<file path="config.mk">
export PLATFORM = sky130hd
export DESIGN_NAME = tbf_data_link
export DESIGN_NICKNAME = d
export VERILOG_FILES = /design/src/dummy_end_marker_not_used.sv /design/src/tbf_pkg.sv /design/src/tbf_data_link.sv
export SDC_FILE = /design/constraint.sdc
export NUM_CORES = 1
export LEC_CHECK = 0
export ABC_AREA = 1
export BUFFER_PORTS_ARGS = -buffer_cell sky130_fd_sc_hd__buf_2
export CORE_MARGIN = 2
export CORE_UTILIZATION = 43
export CTS_CLUSTER_DIAMETER = 150
export DETAILED_ROUTE_END_ITERATION = 10
export PLACE_DENSITY_LB_ADDON = 0.1
export SLEW_MARGIN = 20
export SYNTH_ARGS = -nofsm -noshare
export SYNTH_HDL_FRONTEND = slang
export SYNTH_SLANG_ARGS = --single-unit
</file>
<file path="constraint.sdc">
create_clock -name sys_clk_i -period 3.4 [get_ports sys_clk_i]
set_clock_uncertainty 0.1 [all_clocks]
set_input_delay 1.02 -clock sys_clk_i [delete_from_list [all_inputs] [get_ports sys_clk_i]]
set_output_delay 1.02 -clock sys_clk_i [all_outputs]
set_load 0.005 [all_outputs]
</file>
<file path="src/dummy_end_marker_not_used.sv">
`timescale 1ns/1ns

</file>
<file path="src/tbf_pkg.sv">
package tbf_pkg;
    // Register indexes; the byte address is four times the index
    localparam logic [12:0] IX_RCC        = 13'h0015;
    localparam logic [12:0] IX_RDL        = 13'h0062;
    localparam logic [12:0] IX_RCV        = 13'h0063;
    localparam logic [12:0] IX_RX_LATCHED_STATUS_SEVEN       = 13'h0096;
    localparam logic [12:0] IX_RX_INTERRUPT_MASK_SEVEN       = 13'h00a6;
    localparam logic [12:0] IX_TX_LINK_CONTROL_TWO       = 13'h0113;
    localparam logic [12:0] IX_TDL        = 13'h0162;
    localparam logic [12:0] IX_TCV        = 13'h0163;
    localparam logic [12:0] IX_TX_CONTROL_ONE       = 13'h0181;
    localparam logic [12:0] IX_TX_CONTROL_TWO       = 13'h0182;
    localparam logic [12:0] IX_TX_LATCHED_STATUS_TWO       = 13'h0191;
    localparam logic [12:0] IX_TX_INTERRUPT_MASK_TWO       = 13'h01a1;
    localparam logic [12:0] FRAMER_STRIDE = 13'h0200;
    // Field positions
    localparam int SEND_CODE_BIT   = 6;
    localparam int PASS_THRU_BIT   = 6;
    localparam int DL_SRC_BIT      = 7;
    localparam int CODE_DET_BIT    = 0;
    localparam int CODE_CLR_BIT    = 1;
    localparam int RX_FULL_BIT     = 2;
    localparam int TX_EMPTY_BIT    = 4;
    localparam int FILT_LO         = 0;
    localparam int DIS_LO          = 4;
    localparam logic [7:0] RX_LATCHED_STATUS_SEVEN_USED = 8'h07;
    localparam logic [7:0] TX_LATCHED_STATUS_TWO_USED = 8'h10;
    localparam logic [7:0] RESET_8   = 8'h00;
    // Bus answers
    localparam logic [1:0] RESP_OKAY   = 2'b00;
    localparam logic [1:0] RESP_SLVERR = 2'b10;
    // Line framing
    localparam logic [3:0] BITS_ESF  = 4'h8;
    localparam logic [3:0] BITS_D4   = 4'h6;
    localparam logic [7:0] CODE_MARK = 8'hff;
    localparam logic [2:0] RUN_MAX   = 3'h7;
    localparam logic [7:0] ABS_MAX   = 8'hff;
    // Codewords needed to validate, and data link slots of absence to clear
    localparam logic [2:0] FILT_TBL [4] = '{3'h1, 3'h3, 3'h5, 3'h7};
    localparam logic [7:0] DIS_TBL  [4] = '{8'h20, 8'h40, 8'h80, 8'hff};
    typedef enum logic [3:0] {
        SEL_NONE, SEL_RCC, SEL_RDL, SEL_RCV, SEL_RX_LATCHED_STATUS_SEVEN, SEL_RX_INTERRUPT_MASK_SEVEN,
        SEL_TX_LINK_CONTROL_TWO, SEL_TDL, SEL_TCV, SEL_TX_CONTROL_ONE, SEL_TX_CONTROL_TWO, SEL_TX_LATCHED_STATUS_TWO, SEL_TX_INTERRUPT_MASK_TWO
    } tbf_sel_e;
    // Sent LSB first: 0, six code bits, 0, then eight ones
    function automatic logic [15:0] tbf_code_word(input logic [5:0] c);
        return {CODE_MARK, 1'b0, c, 1'b0};
    endfunction
endpackage

</file>
<file path="src/tbf_data_link.sv">
`timescale 1ns/1ns
// Notes on behaviour
// - Code generator starts only in T1 mode, never in E1 mode.
// - Transmit code comes from bits zero to five of tx_code_value.
// - Send-code bit starts the code at once and repeats while set.
// - Generator finishes the codeword by itself when sending stops.
// - Pass-through set keeps sampled framing bits; clear lets generated bits in.
// - Receive code detector works only in T1 ESF mode.
// - Code held for filter time sets detected flag and shows the code.
// - Detected flag rearms only for a new code or after a clear.
// - Code absent for disintegration time sets the cleared flag.
// - Code flags pull the interrupt low only when their masks allow.
// - Source control selects serialising tx_data_link_byte into link or Fs bits.
// - Each data link byte is sent least significant bit first.
// - After the last bit the empty flag sets and may interrupt.
// - Data link bytes go out as written, without zero stuffing.
// - D4 mode uses only the lower six bits of the byte.
// - Eight received bits fill rx_data_link_byte, set full flag, may interrupt.
// - No zero removal; first received bit lands in bit zero.
// - D4 mode reports only Fs bits, updated on multiframe boundaries.
// - Each framer sits at first-framer offset plus index minus one times stride.
module tbf_data_link
    import tbf_pkg::*;
#(
    parameter logic [2:0] FRAMER_IDX = 3'h1
) (
    input  wire logic        sys_clk_i,
    input  wire logic        rst_i,
    input  wire logic [31:0] s_axi_awaddr_i,
    input  wire logic        s_axi_awvalid_i,
    output logic             s_axi_awready_o,
    input  wire logic [31:0] s_axi_wdata_i,
    input  wire logic [3:0]  s_axi_wstrb_i,
    input  wire logic        s_axi_wvalid_i,
    output logic             s_axi_wready_o,
    output logic [1:0]       s_axi_bresp_o,
    output logic             s_axi_bvalid_o,
    input  wire logic        s_axi_bready_i,
    input  wire logic [31:0] s_axi_araddr_i,
    input  wire logic        s_axi_arvalid_i,
    output logic             s_axi_arready_o,
    output logic [31:0]      s_axi_rdata_o,
    output logic [1:0]       s_axi_rresp_o,
    output logic             s_axi_rvalid_o,
    input  wire logic        s_axi_rready_i,
    input  wire logic        t1_mode_i,
    input  wire logic        esf_mode_i,
    input  wire logic        tx_dl_slot_i,
    input  wire logic        system_serial_input_i,
    output logic             tx_dl_bit_o,
    input  wire logic        rx_dl_slot_i,
    input  wire logic        rx_dl_bit_i,
    input  wire logic        rx_multiframe_i,
    output logic             interrupt_out_n_o
);
    localparam logic [12:0] BASE = 13'(13'(FRAMER_IDX - 3'h1) * FRAMER_STRIDE);

    function automatic tbf_sel_e dec(input logic [31:0] a);
        logic [12:0] ix;
        ix = a[14:2] - BASE;
        if (a[31:15] != '0) return SEL_NONE;
        case (ix)
            IX_RCC:  return SEL_RCC;
            IX_RDL:  return SEL_RDL;
            IX_RCV:  return SEL_RCV;
            IX_RX_LATCHED_STATUS_SEVEN: return SEL_RX_LATCHED_STATUS_SEVEN;
            IX_RX_INTERRUPT_MASK_SEVEN: return SEL_RX_INTERRUPT_MASK_SEVEN;
            IX_TX_LINK_CONTROL_TWO: return SEL_TX_LINK_CONTROL_TWO;
            IX_TDL:  return SEL_TDL;
            IX_TCV:  return SEL_TCV;
            IX_TX_CONTROL_ONE: return SEL_TX_CONTROL_ONE;
            IX_TX_CONTROL_TWO: return SEL_TX_CONTROL_TWO;
            IX_TX_LATCHED_STATUS_TWO: return SEL_TX_LATCHED_STATUS_TWO;
            IX_TX_INTERRUPT_MASK_TWO: return SEL_TX_INTERRUPT_MASK_TWO;
            default: return SEL_NONE;
        endcase
    endfunction

    // Host-side state
    logic        awready, wready, bvalid, arready, rvalid, irq_n;
    logic [1:0]  bresp, rresp;
    logic [31:0] aw_addr, rdata;
    logic [7:0]  w_data;
    logic        w_lane;
    logic [7:0]  rcc, rx_latched_status_seven, rx_interrupt_mask_seven, tx_link_control_two, tdl, tcv, tx_control_one, tx_control_two, tx_latched_status_two, tx_interrupt_mask_two;
    logic        next_awready, next_wready, next_bvalid, next_arready;
    logic        next_rvalid, next_irq_n, next_w_lane;
    logic [1:0]  next_bresp, next_rresp;
    logic [31:0] next_aw_addr, next_rdata;
    logic [7:0]  next_w_data, next_rcc, next_rx_latched_status_seven, next_rx_interrupt_mask_seven, next_tx_link_control_two;
    logic [7:0]  next_tdl, next_tcv, next_tx_control_one, next_tx_control_two, next_tx_latched_status_two, next_tx_interrupt_mask_two;
    // Line-side state
    logic        tx_bit;
    logic [15:0] code_sh, rx_win;
    logic [3:0]  code_cnt, fdl_cnt, rx_cnt;
    logic [7:0]  fdl_sh, rx_sh, rx_byte, abs_cnt;
    logic [5:0]  rx_code, cand;
    logic [2:0]  run;
    logic        code_act;
    logic        next_tx_bit, next_code_act;
    logic [15:0] next_code_sh, next_rx_win;
    logic [3:0]  next_code_cnt, next_fdl_cnt, next_rx_cnt;
    logic [7:0]  next_fdl_sh, next_rx_sh, next_rx_byte, next_abs_cnt;
    logic [5:0]  next_rx_code, next_cand;
    logic [2:0]  next_run;
    logic        det_evt, clr_evt, full_evt, empty_evt;
    logic [15:0] cw;
    logic [7:0]  fb;

    logic [31:0] waddr;
    logic [7:0]  wdat;
    logic        wlane, do_wr, wen;
    tbf_sel_e    wsel, rsel;
    logic        code_go, fdl_src, fdl_go, win_hit;
    logic [3:0]  fdl_len;
    logic [2:0]  filt_thr;
    logic [7:0]  dis_thr;

    assign waddr = awready ? s_axi_awaddr_i : aw_addr;
    assign wdat  = wready ? s_axi_wdata_i[7:0] : w_data;
    assign wlane = wready ? s_axi_wstrb_i[0] : w_lane;
    // Address and data are taken in either order; the write fires once both are held
    assign do_wr = (!awready || s_axi_awvalid_i) && (!wready || s_axi_wvalid_i) && !bvalid;
    assign wsel  = dec(waddr);
    assign rsel  = dec(s_axi_araddr_i);
    assign wen   = do_wr && wlane;

    // A running codeword is finished after send-code or T1 mode drops; only pass-through cuts in mid-code
    assign code_go  = !tx_control_one[PASS_THRU_BIT] && (code_cnt != '0
                      || (t1_mode_i && tx_link_control_two[SEND_CODE_BIT]));
    assign fdl_src  = esf_mode_i ? tx_control_two[DL_SRC_BIT] : !tx_control_two[DL_SRC_BIT];
    assign fdl_go   = !tx_control_one[PASS_THRU_BIT] && !code_go && fdl_src;
    assign fdl_len  = esf_mode_i ? BITS_ESF : BITS_D4;
    assign filt_thr = FILT_TBL[rcc[FILT_LO +: 2]];
    assign dis_thr  = DIS_TBL[rcc[DIS_LO +: 2]];
    assign next_rx_win = {rx_dl_bit_i, rx_win[15:1]};
    assign win_hit  = next_rx_win == tbf_code_word(next_rx_win[6:1]);

    always_comb begin
        next_tx_bit   = tx_bit;
        next_code_sh  = code_sh;
        next_code_cnt = code_cnt;
        next_fdl_sh   = fdl_sh;
        next_fdl_cnt  = fdl_cnt;
        next_rx_sh    = rx_sh;
        next_rx_cnt   = rx_cnt;
        next_rx_byte  = rx_byte;
        next_rx_code  = rx_code;
        next_cand     = cand;
        next_run      = run;
        next_abs_cnt  = abs_cnt;
        next_code_act = code_act;
        det_evt       = 1'b0;
        clr_evt       = 1'b0;
        full_evt      = 1'b0;
        empty_evt     = 1'b0;
        cw            = code_cnt == '0 ? tbf_code_word(tcv[5:0]) : code_sh;
        fb            = fdl_cnt == '0 ? tdl : fdl_sh;
        if (tx_dl_slot_i) begin
            if (tx_control_one[PASS_THRU_BIT]) begin
                next_tx_bit = system_serial_input_i;
            end else if (code_go) begin
                next_tx_bit   = cw[0];
                next_code_sh  = cw >> 1;
                next_code_cnt = code_cnt + 4'h1;
            end else if (fdl_go) begin
                next_tx_bit = fb[0];
                next_fdl_sh = fb >> 1;
                if (fdl_cnt >= fdl_len - 4'h1) begin
                    next_fdl_cnt = '0;
                    empty_evt    = 1'b1;
                end else begin
                    next_fdl_cnt = fdl_cnt + 4'h1;
                end
            end else begin
                next_tx_bit = system_serial_input_i;
            end
        end
        if (rx_dl_slot_i) begin
            next_rx_sh = {rx_dl_bit_i, rx_sh[7:1]};
            if (esf_mode_i) begin
                if (rx_cnt == BITS_ESF - 4'h1) begin
                    next_rx_cnt  = '0;
                    next_rx_byte = next_rx_sh;
                    full_evt     = 1'b1;
                end else begin
                    next_rx_cnt = rx_cnt + 4'h1;
                end
            end
            if (t1_mode_i && esf_mode_i && win_hit) begin
                next_abs_cnt = '0;
                if (next_rx_win[6:1] == cand && run != RUN_MAX) begin
                    next_run = run + 3'h1;
                end else if (next_rx_win[6:1] != cand) begin
                    next_cand = next_rx_win[6:1];
                    next_run  = 3'h1;
                end
                if (next_run == filt_thr && (!code_act || next_cand != rx_code)) begin
                    det_evt       = 1'b1;
                    next_rx_code  = next_cand;
                    next_code_act = 1'b1;
                end
            end else if (t1_mode_i && esf_mode_i) begin
                if (abs_cnt != ABS_MAX) begin
                    next_abs_cnt = abs_cnt + 8'h01;
                end
                if (code_act && abs_cnt == dis_thr - 8'h01) begin
                    clr_evt       = 1'b1;
                    next_code_act = 1'b0;
                    next_run      = '0;
                end
            end
        end
        // Six Fs bits per superframe end up in the top of the shifter
        if (!esf_mode_i && rx_multiframe_i) begin
            next_rx_byte = {2'b00, rx_sh[7:2]};
            next_rx_cnt  = '0;
            full_evt     = 1'b1;
        end
    end

    always_ff @(posedge sys_clk_i) begin
        if (rst_i) begin
            tx_bit   <= 1'b0;
            code_sh  <= '0;
            code_cnt <= '0;
            fdl_sh   <= '0;
            fdl_cnt  <= '0;
            rx_win   <= '0;
            rx_sh    <= '0;
            rx_cnt   <= '0;
            rx_byte  <= '0;
            rx_code  <= '0;
            cand     <= '0;
            run      <= '0;
            abs_cnt  <= '0;
            code_act <= 1'b0;
        end else begin
            tx_bit   <= next_tx_bit;
            code_sh  <= next_code_sh;
            code_cnt <= next_code_cnt;
            fdl_sh   <= next_fdl_sh;
            fdl_cnt  <= next_fdl_cnt;
            if (rx_dl_slot_i) begin
                rx_win <= next_rx_win;
            end
            rx_sh    <= next_rx_sh;
            rx_cnt   <= next_rx_cnt;
            rx_byte  <= next_rx_byte;
            rx_code  <= next_rx_code;
            cand     <= next_cand;
            run      <= next_run;
            abs_cnt  <= next_abs_cnt;
            code_act <= next_code_act;
        end
    end

    always_comb begin
        next_awready = awready;
        next_wready  = wready;
        next_bvalid  = bvalid;
        next_bresp   = bresp;
        next_arready = arready;
        next_rvalid  = rvalid;
        next_rresp   = rresp;
        next_rdata   = rdata;
        next_aw_addr = aw_addr;
        next_w_data  = w_data;
        next_w_lane  = w_lane;
        next_rcc     = rcc;
        next_rx_interrupt_mask_seven    = rx_interrupt_mask_seven;
        next_tx_link_control_two    = tx_link_control_two;
        next_tdl     = tdl;
        next_tcv     = tcv;
        next_tx_control_one    = tx_control_one;
        next_tx_control_two    = tx_control_two;
        next_tx_interrupt_mask_two    = tx_interrupt_mask_two;
        next_rx_latched_status_seven    = rx_latched_status_seven;
        next_tx_latched_status_two    = tx_latched_status_two;
        if (awready && s_axi_awvalid_i) begin
            next_aw_addr = s_axi_awaddr_i;
            next_awready = 1'b0;
        end
        if (wready && s_axi_wvalid_i) begin
            next_w_data = s_axi_wdata_i[7:0];
            next_w_lane = s_axi_wstrb_i[0];
            next_wready = 1'b0;
        end
        if (do_wr) begin
            next_bvalid = 1'b1;
            next_bresp  = wsel == SEL_NONE ? RESP_SLVERR : RESP_OKAY;
        end
        if (wen) begin
            unique case (wsel)
                SEL_RCC:  next_rcc  = wdat;
                SEL_RX_INTERRUPT_MASK_SEVEN: next_rx_interrupt_mask_seven = wdat;
                SEL_TX_LINK_CONTROL_TWO: next_tx_link_control_two = wdat;
                SEL_TDL:  next_tdl  = wdat;
                SEL_TCV:  next_tcv  = wdat;
                SEL_TX_CONTROL_ONE: next_tx_control_one = wdat;
                SEL_TX_CONTROL_TWO: next_tx_control_two = wdat;
                SEL_TX_INTERRUPT_MASK_TWO: next_tx_interrupt_mask_two = wdat;
                SEL_RX_LATCHED_STATUS_SEVEN: next_rx_latched_status_seven = rx_latched_status_seven & ~wdat;
                SEL_TX_LATCHED_STATUS_TWO: next_tx_latched_status_two = tx_latched_status_two & ~wdat;
                default:  next_rcc  = rcc;
            endcase
        end
        // Setting after the clear keeps a same-cycle event
        next_rx_latched_status_seven[CODE_DET_BIT] = next_rx_latched_status_seven[CODE_DET_BIT] | det_evt;
        next_rx_latched_status_seven[CODE_CLR_BIT] = next_rx_latched_status_seven[CODE_CLR_BIT] | clr_evt;
        next_rx_latched_status_seven[RX_FULL_BIT]  = next_rx_latched_status_seven[RX_FULL_BIT] | full_evt;
        next_tx_latched_status_two[TX_EMPTY_BIT] = next_tx_latched_status_two[TX_EMPTY_BIT] | empty_evt;
        next_rx_latched_status_seven = next_rx_latched_status_seven & RX_LATCHED_STATUS_SEVEN_USED;
        next_tx_latched_status_two = next_tx_latched_status_two & TX_LATCHED_STATUS_TWO_USED;
        if (bvalid && s_axi_bready_i) begin
            next_bvalid  = 1'b0;
            next_awready = 1'b1;
            next_wready  = 1'b1;
        end
        if (arready && s_axi_arvalid_i) begin
            next_arready = 1'b0;
            next_rvalid  = 1'b1;
            next_rresp   = rsel == SEL_NONE ? RESP_SLVERR : RESP_OKAY;
            unique case (rsel)
                SEL_RCC:  next_rdata = {24'h00_0000, rcc};
                SEL_RDL:  next_rdata = {24'h00_0000, rx_byte};
                SEL_RCV:  next_rdata = {26'h000_0000, rx_code};
                SEL_RX_LATCHED_STATUS_SEVEN: next_rdata = {24'h00_0000, rx_latched_status_seven};
                SEL_RX_INTERRUPT_MASK_SEVEN: next_rdata = {24'h00_0000, rx_interrupt_mask_seven};
                SEL_TX_LINK_CONTROL_TWO: next_rdata = {24'h00_0000, tx_link_control_two};
                SEL_TDL:  next_rdata = {24'h00_0000, tdl};
                SEL_TCV:  next_rdata = {24'h00_0000, tcv};
                SEL_TX_CONTROL_ONE: next_rdata = {24'h00_0000, tx_control_one};
                SEL_TX_CONTROL_TWO: next_rdata = {24'h00_0000, tx_control_two};
                SEL_TX_LATCHED_STATUS_TWO: next_rdata = {24'h00_0000, tx_latched_status_two};
                SEL_TX_INTERRUPT_MASK_TWO: next_rdata = {24'h00_0000, tx_interrupt_mask_two};
                default:  next_rdata = '0;
            endcase
        end
        if (rvalid && s_axi_rready_i) begin
            next_rvalid  = 1'b0;
            next_arready = 1'b1;
        end
        next_irq_n = ~|((rx_latched_status_seven & rx_interrupt_mask_seven) | (tx_latched_status_two & tx_interrupt_mask_two));
    end

    always_ff @(posedge sys_clk_i) begin
        if (rst_i) begin
            awready <= 1'b1;
            wready  <= 1'b1;
            bvalid  <= 1'b0;
            bresp   <= RESP_OKAY;
            arready <= 1'b1;
            rvalid  <= 1'b0;
            rresp   <= RESP_OKAY;
            rdata   <= '0;
            aw_addr <= '0;
            w_data  <= RESET_8;
            w_lane  <= 1'b0;
            rcc     <= RESET_8;
            rx_latched_status_seven    <= RESET_8;
            rx_interrupt_mask_seven    <= RESET_8;
            tx_link_control_two    <= RESET_8;
            tdl     <= RESET_8;
            tcv     <= RESET_8;
            tx_control_one    <= RESET_8;
            tx_control_two    <= RESET_8;
            tx_latched_status_two    <= RESET_8;
            tx_interrupt_mask_two    <= RESET_8;
            irq_n   <= 1'b1;
        end else begin
            awready <= next_awready;
            wready  <= next_wready;
            bvalid  <= next_bvalid;
            bresp   <= next_bresp;
            arready <= next_arready;
            rvalid  <= next_rvalid;
            rresp   <= next_rresp;
            rdata   <= next_rdata;
            aw_addr <= next_aw_addr;
            w_data  <= next_w_data;
            w_lane  <= next_w_lane;
            rcc     <= next_rcc;
            rx_latched_status_seven    <= next_rx_latched_status_seven;
            rx_interrupt_mask_seven    <= next_rx_interrupt_mask_seven;
            tx_link_control_two    <= next_tx_link_control_two;
            tdl     <= next_tdl;
            tcv     <= next_tcv;
            tx_control_one    <= next_tx_control_one;
            tx_control_two    <= next_tx_control_two;
            tx_latched_status_two    <= next_tx_latched_status_two;
            tx_interrupt_mask_two    <= next_tx_interrupt_mask_two;
            irq_n   <= next_irq_n;
        end
    end

    assign s_axi_awready_o   = awready;
    assign s_axi_wready_o    = wready;
    assign s_axi_bvalid_o    = bvalid;
    assign s_axi_bresp_o     = bresp;
    assign s_axi_arready_o   = arready;
    assign s_axi_rvalid_o    = rvalid;
    assign s_axi_rresp_o     = rresp;
    assign s_axi_rdata_o     = rdata;
    assign tx_dl_bit_o       = tx_bit;
    assign interrupt_out_n_o = irq_n;
endmodule

</file>
==> impl_metrics.toml <==
[floorplan]
die_w_um = 163
io_pins = 157
initial_core_util_pct = 43.5
rows = 58
die_h_um = 163
die_area_um2 = 26600
core_area_um2 = 25000

[synthesis]
syn_inst = 1650
yosys.area.top_type = "dfxtp_1"
synth_top_cell_area_share_pct = 37.6
synth-xor-area-share_pct = 0.482
synth_area_leaders = "dfxtp_1, nand2_1, nor2_1"
synthSimpleGateAreaFrac_pct = 35.2
ys_seq_elements = 205
avgSynthCellArea_um2 = 6.61
syn_area_um2 = 10900
yosys.area_share.adder_pct = 1.03
yosysWarningCount = 0
synth.area.mux_share_pct = 0.103
ys.flop_type = "dfxtp_1"
ys_types = 57
synth_edf_count = 0
synth_top_family_by_area = "simple AND/OR/NAND/NOR gates"
synth_compound_gate_area_share_pct = 15.2
ys_seq_area_share_pct = 37.6
async_flop_share_pct = 0

[route]
dr.first_iter.drc_count = 854
route.detailed.drc = 0
postRouteAntennaNets = 0
wirelength_um = 29700
via_per_inst = 5.05
drt-pass1-iter-count = 5
avgRoutedWirePerCell_um = 14.1
vias = 10600

[cts]
clk_pin_slew_ps = 60
clock_latency_ps = 530
cts.path.max_buffers = 3
cts_htree_levels = 1
root_buffer = "clkbuf_16"
clock_sinks = 205
post-cts-setup-buffers = 0
tritoncts = "yes"
cts_buffers = 25
postCtsResizedCells = 0
cts_hold_buf = 0

[global_route]
busiest_layer = "met2"
met3_usage_pct = 2.89
grt_pass1_vias = 9444
met1_usage_pct = 31.9
grt_pass1_wl_um = 48100
track_usage_pct = 22.1
overflow = 0
globalRouteMet2Util_pct = 35.2
antenna_found_initial = 0
grt_max_degree = 49

[placed_design]
dp_hpwl_um = 21400
routabilityCongestion = 0.861
placed_cells = 2053
placed_area_um2 = 11800
portBuffers = 99

[critical_path]
critPathArrivalTime_ps = 3130
cp-end-kind = "register"
cp_max_fo = 26
crit_type = "register to register"
startpoint_type = "register"
required_ps = 3680

[sta]
max_slew_margin_pct = 41.4
worst_slew_pin_slew_ps = 877
final_max_slew_viol_count = 0
setup_viol = 0
final_hold_viol_count = 0
period_share_pct = 83.9
fin_setup_tns_ps = 0
rsz0062_at_grt = "no"
fin_crit_ps = 2850
timing.fmax_mhz = 351

[cells_and_area]
finalNonFillerCells = 2097
final_area_um2 = 12600
layout.nets = 1873
fill_cells = 2609
syn_to_final_growth_pct = 15.4
diodes = 0
layout_commonest_cell = "nand2_1"
drive_gt1_share_pct = 13.9
layout_common_cells = "nand2_1, nor2_1, dfxtp_1"

[power_and_ir_drop]
p_leak_nw = 5.50
power_density_nw_per_um2 = 473
vdd_drop_max_uv = 333
switching_share_pct = 26.5
p_int_w = 0.00437
finalPower_w = 0.00595
comb_power_share_pct = 11.4
switching_power_w = 0.00158
pwr-share-seq_pct = 43.2
clkPwrFrac_pct = 45.5

[run_status]
outcome = "completed"

[job]
drv_cap = 0

[worst_hold_path]
hp-class = "register to register"
[cell families after synthesis]
family | after synthesis
xor gates and xnor gates | 6
adders and majority gates | 9
other | 1
DFF | 205
AOI/OAI and AO/OA | 296
buffers and inverters | 255
muxes | 1
and+or+nand+nor | 877
[synthesized netlist by cell type (4+ instances only)]
cell	number
a21oi_1	119
nand2_2	20
clkbuf_1	39
or2_2	7
nor2_4	10
inv_1	162
a211oi_1	10
a221oi_1	6
nand3_2	7
inv_2	4
o21ai_0	109
nand2_1	365
nor2_1	266
ha_1	9
nor2_2	8
buf_6	5
buf_4	26
xor2_1	4
o21ai_1	12
nand4_1	13
nor3_1	19
buf_2	11
nor4_1	5
dfxtp_1	205
nand3_1	144
a31oi_1	14
o211ai_1	6
[flip-flops by register name, summed over array words and instances (netlist names), 3 cells and up]
signal,cells
aw_addr,30
code_sh,15
rx_win,15
abs_cnt,8
rcc,8
rx_byte,8
rx_interrupt_mask_seven,8
s_axi_rdata_o,8
tcv,8
tdl,8
tx_control_one,8
tx_control_two,8
tx_interrupt_mask_two,8
tx_link_control_two,8
w_data,8
fdl_sh,7
cand,6
rx_code,6
code_cnt,4
fdl_cnt,4
rx_cnt,4
run,3
rx_latched_status_seven,3
[power by group through the flow]
stage | clock (W) | combinational [W] | sequential [W]
after global routing | 0.00287 | 0.000768 | 0.00258
after CTS | 0.00276 | 0.000674 | 0.00257
after global placement | 0 | 0.000668 | 0.00261
final | 0.00270 | 0.000675 | 0.00257
after detailed placement | 0 | 0.000671 | 0.00262
after floorplan | 0 | 0.000485 | 0.00260
[stage by stage]
stage | setup WS, ps | hold WS, ps | util (%)
4_1_cts | 589 | 357 | 50.2
2_1_floorplan | 585 | 329 | -
3_5_place_dp | 134 | 348 | 46.9
3_3_place_gp | 182 | 340 | 46.9
6_report | 548 | 354 | 50.2
5_1_grt | 324 | 378 | 50.2
[layer usage]
metal	routed length, um	vias to the layer above
li1	-	5519
met1	14400	4728
met2	12800	308
met3	1810	37
met4	589	0
met5	0	-
[worst paths after layout]
| path | end | slack [ps] | from | cells after the start |
|---|---|---|---|---|
| max | rx_interrupt_mask_seven[4]$_SDFFE_PP0P_ | 550 | s_axi_awready_o$_SDFFE_PP1P_ | 12 |
| min reg2reg | code_sh[7]$_SDFFE_PP0P_ | 350 | code_sh[8]$_SDFFE_PP0P_ | 2 |
| min | code_sh[7]$_SDFFE_PP0P_ | 350 | code_sh[8]$_SDFFE_PP0P_ | 2 |
| max reg2reg | rx_interrupt_mask_seven[4]$_SDFFE_PP0P_ | 550 | s_axi_awready_o$_SDFFE_PP1P_ | 12 |
[final cells by class]
| class | count | area (um^2) | area share, % |
|---|---|---|---|
| inverter | 170 | 648 | 5.15 |
| clock buffer | 35 | 693 | 5.51 |
| multi-input combinational | 1215 | 5760 | 45.8 |
| tap | 330 | 413 | 3.28 |
| clock inverter | 9 | 133 | 1.05 |
| sequential | 205 | 4100 | 32.6 |
| timing repair buffer | 133 | 826 | 6.57 |
[worst max-delay path: stages (launching register included)]
cell and delay, ps:
dfxtp_1 310, buf_4 320, inv_6 130, nor2_2 120, nand3_1 130, a21oi_2 330, nand3_1 240, nand4_1 230
nand3b_2 160, nor2_4 270, nand2_2 190, nand2_1 100, a21oi_1 60
Power figures use the tool's default switching activity.
